$ cat src/hw/fc_pkg.sv
// constants and types for the port flow-control register block
// assumes an apb slave with 32-bit data and a 12-bit byte address
package fc_pkg;

  // bus geometry
  localparam int ADDR_W = 12;
  localparam int DATA_W = 32;

  // register byte address
  localparam logic [ADDR_W-1:0] FC_OFFSET = 12'h01a0;

  // field positions inside the register
  localparam int BIT_SEL     = 0;
  localparam int BIT_TX      = 1;
  localparam int BIT_RX      = 2;
  localparam int BIT_CUR_TX  = 3;
  localparam int BIT_CUR_RX  = 4;
  localparam int BIT_CUR_DUP = 5;
  localparam int BIT_BP      = 6;

  // byte lane that carries every writable field
  localparam int LANE_FIELDS = 0;

  // reset values (straps are loaded one edge after release)
  localparam logic              RST_FIELD = 1'b0;
  localparam logic [DATA_W-1:0] RST_DATA  = 32'h0000_0000;

  // one-hot phases of the block
  typedef enum logic [1:0]
  {
    PH_LOAD = 2'b01,
    PH_RUN  = 2'b10
  } phase_type;

endpackage

$ cat src/hw/port_flow_control.sv
// apb register for one switch port's flow-control selection and status
// assumes a zero-wait apb master, synchronous status inputs and straps
// that are stable for at least one edge after reset is released
//
// Register access over APB is this design's own decision.
`timescale 1ns/100ps
// Behaviour
// - bit 6 enables half-duplex backpressure generation
// - bit 5 reads duplex in use, 1=half
// - bit 4 reads current pause receive enable
// - bit 3 reads current pause transmit enable
// - current pause bits follow manual or negotiated source, both forced off in half duplex
// - bit 2 manual pause detection enable
// - bit 1 manual pause generation enable
// - bit0 low, negotiation on: negotiated result rules
// - bit0 low, negotiation off: manual enables apply
// - bit0 high: manual enables rule in full duplex
// - writes never touch phy advertisement values
// - writable fields reset from their straps
// - current bits reset from strap combination
module port_flow_control
(
  // clock and reset
  input  wire logic                      SYS_CLK,
  input  wire logic                      RSTN,
  // apb slave
  input  wire logic                      PSEL,
  input  wire logic                      PENABLE,
  input  wire logic                      PWRITE,
  input  wire logic [fc_pkg::ADDR_W-1:0] PADDR,
  input  wire logic [fc_pkg::DATA_W-1:0] PWDATA,
  input  wire logic [3:0]                PSTRB,
  output logic      [fc_pkg::DATA_W-1:0] PRDATA,
  output logic                           PREADY,
  output logic                           PSLVERR,
  // live link and negotiation status
  input  wire logic                      AUTONEG_ENABLE,
  input  wire logic                      LINK_HALF_DUPLEX,
  input  wire logic                      AUTONEG_PAUSE_RX,
  input  wire logic                      AUTONEG_PAUSE_TX,
  // configuration straps
  input  wire logic                      BACKPRESSURE_DEFAULT_STRAP,
  input  wire logic                      PAUSE_DEFAULT_STRAP,
  input  wire logic                      SOURCE_SELECT_DEFAULT_STRAP,
  input  wire logic                      AUTONEG_DEFAULT_STRAP,
  input  wire logic                      HALF_DUPLEX_DEFAULT_STRAP,
  // controls to the port mac
  output logic                           BACKPRESSURE_ENABLE,
  output logic                           PAUSE_RX_ENABLE,
  output logic                           PAUSE_TX_ENABLE
);

  typedef struct packed
  {
    fc_pkg::phase_type         phase;
    logic                      backpressure_enable;
    logic                      current_duplex;
    logic                      current_pause_rx_enable;
    logic                      current_pause_tx_enable;
    logic                      pause_rx_enable;
    logic                      pause_tx_enable;
    logic                      flow_source_select;
    logic [fc_pkg::DATA_W-1:0] rdata;
    logic                      bp_out;
  } state_type;

  state_type s_reg;
  state_type s_next;

  logic loading;
  logic addr_hit;
  logic setup_rd;
  logic access_wr;
  logic sel_in;
  logic an_in;
  logic half_in;
  logic man_rx_in;
  logic man_tx_in;
  logic neg_rx_in;
  logic neg_tx_in;
  logic res_rx;
  logic res_tx;

  // packs the visible register image; upper bits stay zero
  function automatic logic [fc_pkg::DATA_W-1:0] pack_image(input state_type s);
    logic [fc_pkg::DATA_W-1:0] v;
    v = fc_pkg::RST_DATA;
    v[fc_pkg::BIT_BP]      = s.backpressure_enable;
    v[fc_pkg::BIT_CUR_DUP] = s.current_duplex;
    v[fc_pkg::BIT_CUR_RX]  = s.current_pause_rx_enable;
    v[fc_pkg::BIT_CUR_TX]  = s.current_pause_tx_enable;
    v[fc_pkg::BIT_RX]      = s.pause_rx_enable;
    v[fc_pkg::BIT_TX]      = s.pause_tx_enable;
    v[fc_pkg::BIT_SEL]     = s.flow_source_select;
    return v;
  endfunction

  // bus decode; only one word is mapped
  assign loading   = (s_reg.phase == fc_pkg::PH_LOAD);
  assign addr_hit  = (PADDR == fc_pkg::FC_OFFSET);
  assign setup_rd  = PSEL & ~PENABLE & ~PWRITE;
  assign access_wr = PSEL & PENABLE & PWRITE & addr_hit;

  // zero-wait slave; unmapped words answer with an error
  assign PREADY  = 1'b1;
  assign PSLVERR = PSEL & PENABLE & ~addr_hit;

  // during the load edge the resolver sees the straps, so the status bits
  // start from the strap combination instead of half-settled live inputs
  assign sel_in    = loading ? SOURCE_SELECT_DEFAULT_STRAP : s_reg.flow_source_select;
  assign an_in     = loading ? AUTONEG_DEFAULT_STRAP       : AUTONEG_ENABLE;
  assign half_in   = loading ? HALF_DUPLEX_DEFAULT_STRAP   : LINK_HALF_DUPLEX;
  assign man_rx_in = loading ? PAUSE_DEFAULT_STRAP         : s_reg.pause_rx_enable;
  assign man_tx_in = loading ? PAUSE_DEFAULT_STRAP         : s_reg.pause_tx_enable;
  assign neg_rx_in = loading ? PAUSE_DEFAULT_STRAP         : AUTONEG_PAUSE_RX;
  assign neg_tx_in = loading ? PAUSE_DEFAULT_STRAP         : AUTONEG_PAUSE_TX;

  // the one place that decides manual versus negotiated pause
  pause_resolve u_resolve
  (
    .select_manual (sel_in),
    .autoneg_on    (an_in),
    .half_duplex   (half_in),
    .manual_rx     (man_rx_in),
    .manual_tx     (man_tx_in),
    .negotiated_rx (neg_rx_in),
    .negotiated_tx (neg_tx_in),
    .pause_rx      (res_rx),
    .pause_tx      (res_tx)
  );

  // next state: strap load, status tracking, register write, read capture
  always_comb
  begin
    s_next = s_reg;
    s_next.current_duplex          = half_in;
    s_next.current_pause_rx_enable = res_rx;
    s_next.current_pause_tx_enable = res_tx;
    if (loading)
    begin
      s_next.phase               = fc_pkg::PH_RUN;
      s_next.backpressure_enable = BACKPRESSURE_DEFAULT_STRAP;
      s_next.pause_rx_enable     = PAUSE_DEFAULT_STRAP;
      s_next.pause_tx_enable     = PAUSE_DEFAULT_STRAP;
      s_next.flow_source_select  = SOURCE_SELECT_DEFAULT_STRAP;
    end
    else if (access_wr && PSTRB[fc_pkg::LANE_FIELDS])
    begin
      // only writable fields are stored; no path leads to the phy advertisement
      s_next.backpressure_enable = PWDATA[fc_pkg::BIT_BP];
      s_next.pause_rx_enable     = PWDATA[fc_pkg::BIT_RX];
      s_next.pause_tx_enable     = PWDATA[fc_pkg::BIT_TX];
      s_next.flow_source_select  = PWDATA[fc_pkg::BIT_SEL];
    end
    // read data is captured in the setup cycle so prdata comes from a flop
    if (setup_rd)
    begin
      s_next.rdata = addr_hit ? pack_image(s_reg) : fc_pkg::RST_DATA;
    end
    // backpressure is only meaningful while the link runs half duplex
    s_next.bp_out = s_next.backpressure_enable & half_in;
  end

  // state register; reset holds constants, straps come one edge later
  always_ff @(posedge SYS_CLK or negedge RSTN)
  begin
    if (!RSTN)
    begin
      s_reg.phase                   <= fc_pkg::PH_LOAD;
      s_reg.backpressure_enable     <= fc_pkg::RST_FIELD;
      s_reg.current_duplex          <= fc_pkg::RST_FIELD;
      s_reg.current_pause_rx_enable <= fc_pkg::RST_FIELD;
      s_reg.current_pause_tx_enable <= fc_pkg::RST_FIELD;
      s_reg.pause_rx_enable         <= fc_pkg::RST_FIELD;
      s_reg.pause_tx_enable         <= fc_pkg::RST_FIELD;
      s_reg.flow_source_select      <= fc_pkg::RST_FIELD;
      s_reg.rdata                   <= fc_pkg::RST_DATA;
      s_reg.bp_out                  <= fc_pkg::RST_FIELD;
    end
    else
    begin
      s_reg <= s_next;
    end
  end

  // outputs straight from flops
  assign PRDATA              = s_reg.rdata;
  assign BACKPRESSURE_ENABLE = s_reg.bp_out;
  assign PAUSE_RX_ENABLE     = s_reg.current_pause_rx_enable;
  assign PAUSE_TX_ENABLE     = s_reg.current_pause_tx_enable;

  logic running;
  assign running = (s_reg.phase == fc_pkg::PH_RUN);
endmodule

$ cat src/hw/pause_resolve.sv
// works out which pause directions are really in effect on the port
// assumes all inputs are steady levels in the system clock domain
`timescale 1ns/100ps
module pause_resolve
(
  // source selection
  input  wire logic select_manual,
  input  wire logic autoneg_on,
  input  wire logic half_duplex,
  // manual settings
  input  wire logic manual_rx,
  input  wire logic manual_tx,
  // negotiated result
  input  wire logic negotiated_rx,
  input  wire logic negotiated_tx,
  // resolved result
  output logic      pause_rx,
  output logic      pause_tx
);

  logic use_manual;

  // manual wins when selected or when negotiation is off
  assign use_manual = select_manual | ~autoneg_on;

  // pause frames exist only in full duplex, so half duplex forces both off
  always_comb
  begin
    if (half_duplex)
    begin
      pause_rx = 1'b0;
      pause_tx = 1'b0;
    end
    else if (use_manual)
    begin
      pause_rx = manual_rx;
      pause_tx = manual_tx;
    end
    else
    begin
      pause_rx = negotiated_rx;
      pause_tx = negotiated_tx;
    end
  end

endmodule

$ cat config.mk
export PLATFORM = sky130hd
export DESIGN_NAME = port_flow_control
export DESIGN_NICKNAME = d
export VERILOG_FILES = /design/src/hw/fc_pkg.sv /design/src/hw/port_flow_control.sv /design/src/hw/pause_resolve.sv
export SDC_FILE = /design/constraint.sdc
export NUM_CORES = 1
export LEC_CHECK = 0
export ABC_AREA = 1
export BUFFER_PORTS_ARGS = -buffer_cell sky130_fd_sc_hd__buf_2
export CORE_UTILIZATION = 41
export CTS_CLUSTER_DIAMETER = 200
export CTS_CLUSTER_SIZE = 8
export DETAILED_ROUTE_END_ITERATION = 7
export PLACE_DENSITY = 0.91
export SYNTH_ARGS = -nofsm -noshare
export SYNTH_HDL_FRONTEND = slang
export SYNTH_HIERARCHICAL = 1
export SYNTH_SLANG_ARGS = --single-unit
$ cat constraint.sdc
create_clock -name SYS_CLK -period 2.2 [get_ports SYS_CLK]
set_input_delay 0.11 -clock SYS_CLK [delete_from_list [all_inputs] [get_ports SYS_CLK]]
set_output_delay 0.11 -clock SYS_CLK [all_outputs]
set_load 0.005 [all_outputs]
# Yosys cells after proc, flatten, opt, wreduce, memory -nomap -nowiden
# Index checks and enable logic that the tools add are counted.
# classes
reduce_logical	2
bitwise_logic	12
n_eq_ne	2
muxes	16
# ops
op	n
1-bit two-way mux	13
12-bit by 9-bit == test with 1-bit output, second input constant	1
1-bit AND	7
7-bit two-way mux	1
3-bit two-way mux	2
1-bit NOT	4
2-bit by 1-bit == test with 1-bit output, second input constant	1
2-bit nonzero test	1
1-bit logical AND	1
1-bit bitwise OR	1
# word_totals
regBits	42
output_inout_bits	37
inputBits	62
wordCells	42

# Longest topological paths before layout
# logic_depth
word_depth	7
mapped_depth	9
ltp_nobuf	9

# Cells and area by module
# Netlist, hierarchy kept.
# modules_own_cells
module	area_each_um2	n_inst	cells_per_inst	seq_area_each_um2
port_flow_control	1101.1	1	137	426.7
pause_resolve	57.6	1	14	0.0

# Worst setup path after synthesis
# No wires, ideal clock.
# synth_path
path_type	reg-to-reg
start	register s_reg[40] in the netlist's numbering
end	register s_reg, in the netlist PAUSE_RX_ENABLE
required_ps	2129
synth_period_minus_slack_ps	1308
stages_incl_launch_ff	9
setup_time_ps	71
arrival_time_ps	1237
n_path_buf	0
setup_slack_ps	892
cell_sequence	dfstp_2 inv_1 nor2_4 inv_2 o21ai_0 inv_1 inv_1 nand2_1 nor2_1
# synth_between
word_cells_on_any_way	10
classes_between	eq/ne: 1; mux: 7; bitwise: 2
# synth_rtl
element	line	rtl
from (decl)	port_flow_control.sv:67	state_type s_reg;
from (signal assigned)	port_flow_control.sv:182	s_reg <= s_next;
2-bit by 1-bit == test with 1-bit output	port_flow_control.sv:99	assign loading = (s_reg.phase == fc_pkg::PH_LOAD);
1-bit two-way mux	port_flow_control.sv:112	assign half_in = loading ? HALF_DUPLEX_DEFAULT_STRAP : LINK_HALF_DUPLEX;
net half_in	port_flow_control.sv:76	logic half_in;
1-bit two-way mux	pause_resolve.sv:29	if (half_duplex)
net res_rx	port_flow_control.sv:81	logic res_rx;
# The timed path passes the listed nets, and every way through them passes these cells.
# A chain may end at the register's enable or synchronous reset.

# Worst setup path after layout
# Same ends and word-level chain as after synthesis.

==> results.toml <==
[finish]
final_common_cell = "buf_2"
drive_above_1_share_pct = 29.9
antennaDiodeCount = 0
nets = 250
final_cell_mix = "buf_2, nand2_1, conb_1"
area_growth_syn_to_layout_pct = 9.50

[sta]
fmax_mhz = 645
finalHoldViolCount = 0
fin_worst_skew_ns = 0.00112
slew_violations = 0
worst_slack_ns = 0.649
fin_setup_tns_ns = 0
setup_viol = 0
post-route-period-util_pct = 70.5
rsz0062_at_grt = "false"
min_period_ns = 1.55
whs_ns = 0.0500

[detailed_routing]
drtAntennaViolNets = 0
drt_iter0_markers = 24
num_vias = 899
drtPass1Iterations = 4
routedWlPerCell_um = 9.14
wirelength_um = 1980
drc = 0
vias_per_cell = 4.14

[floorplan]
placementRows = 18
die_y_um = 55.2
fp.dieW_um = 55.2
die_area_mm2 = 0.00304
core-area_mm2 = 0.00257
ioPinCount = 99
initial_core_util_pct = 45.1

[clock_network]
clock_path_buffers = 2
clock-root-buffer = "clkbuf_4"
clk_pin_slew_ns = 0.09
postCtsSetupRepairBufs = 0
clock-sinks = 17
cts_tree = "yes"
clk_latency_ns = 0.28
cts_htree_levels = 1
numCtsBuffers = 3

[worst_setup_path]
startpoint_type = "flop"
cp_top_family = "flip-flops"
cpPeakStageDelay_ns = 0.55
critPathSlowestCell = "dfstp_2"
cp.arrival_ns = 1.76
worstPathCellList = "inv_1 -> nor2_4 -> inv_2 -> o21ai_0 -> inv_1 -> inv_1 -> nand2_1 -> nor2_1"
crit_required_ns = 2.41
cp.depth = 8
critPathBufInv = 4
crit_path_max_fanout = 9
cpMostUsedCell = "inv_1"
critPathCaptureType = "flop"
setup.worst_path.class = "reg -> reg"
reg2regPathDepth = 8

[synthesis]
synth_cell_types = 21
netlist_instances = 151
synth_seq_cells = 17
yosys_warnings = 6
postSynthAreaPerCell_um2 = 7.67
ys_seq_area_share_pct = 36.8
synth.cell_area_mm2 = 0.00116

[power]
finalPower_uw = 552
p_per_area_mw_per_mm2 = 435
peakVddDrop_mv = 0.215
p_leak_nw = 0.737

[grt]
grt_pass1_vias = 748
grt_pass1_wl_um = 3130
grt-ovfl-total = 0
grt_usage_pct = 14.6
antenna_found_initial = 0
grt_max_degree = 18

[place]
place_congestion = 0.740
io_buffers = 41
dpl.hpwl_um = 1650
pre_cts_slack_ns = 0.676

[run_status]
status = "finished clean"

[min_path]
min_path_cells = 3
hold_class = "in -> reg"

[job]
maxCapViolCount = 0
[metrics by stage]
step	utilization [%]	cell area [µm²]	instances
2_1_floorplan	-	1250	175
3_5_place_dp	48.0	1230	212
6_report	49.4	1270	217
3_3_place_gp	48.0	1230	212
5_1_grt	49.4	1270	217
4_1_cts	49.4	1270	217
[power by group]
group	internal [mW]	switching, mW
clock network	0.0702	0.0889
registers	0.316	0.00152
logic	0.0329	0.0430
[synthesized netlist by cell type, drive strengths merged]
master / n / area, µm²
buf: 34 / 259
nor2: 13 / 73.8
nand4: 1 / 6.26
nor3b: 1 / 18.8
nand3: 4 / 30.0
inv: 22 / 82.6
dfstp: 1 / 26.3
conb: 2 / 7.51
and2b: 1 / 7.51
a21oi: 2 / 10.0
or2: 2 / 12.5
nand2: 38 / 145
dfrtp: 16 / 400
o21ai: 7 / 35.0
o22ai: 7 / 43.8
[kinds of logic after synthesis]
kind of cell           share of synthesized area (%)
AOI/OAI and AO/OA                               7.67
buffers and inverters                           29.5
DFF                                             36.8
other                                          0.648
and+or+nand+nor                                 25.4
[final timing paths]
| check | start | endpoint | slack, ns |
|---|---|---|---|
| worst max register to register | s_reg[40] | PAUSE_RX_ENABLE | 0.65 |
| max in group asynchronous | RSTN | s_reg[40] | 1.64 |
| min in group asynchronous | RSTN | PRDATA[0] | 0.26 |
| worst min register to register | s_reg[40] | s_reg[40] | 0.46 |
| worst max-delay path | s_reg[40] | PAUSE_RX_ENABLE | 0.65 |
| worst min-delay path | BACKPRESSURE_DEFAULT_STRAP | s_reg[39] | 0.05 |
[per-layer routing]
metal | GRT usage (%) | vias to the layer above | part of all wire, % | wire, µm
met4 | 5.83 | 0 | 0 | 0
met1 | 17.5 | 396 | 40 | 801
li1 | - | 475 | - | -
met3 | 2.73 | 0 | 6.3 | 125
met5 | 0 | - | 0 | 0
met2 | 25.5 | 28 | 53 | 1060
[timing repair]
action                                 CTS  global route
hold buffers                             1             0
gates resized for setup                  0             0
endpoints found under the hold margin   16             0
[cell type report]
cell class	instances	area, µm²
repair buffers	42	215
inverters	22	82.6
well taps	30	37.5
flip-flops and latches	17	427
fillers	279	1300
multi-input cells	102	480
clock buffers	4	26.3
[worst register-to-register path: cells and delay by family (launching register included)]
family | cells | cell delay [ns]
AOI/OAI and AO/OA | 1 | 0.25
and+or+nand+nor | 3 | 0.32
buffers and inverters | 4 | 0.37
DFF | 1 | 0.55
(Power assumes the default switching activity.)
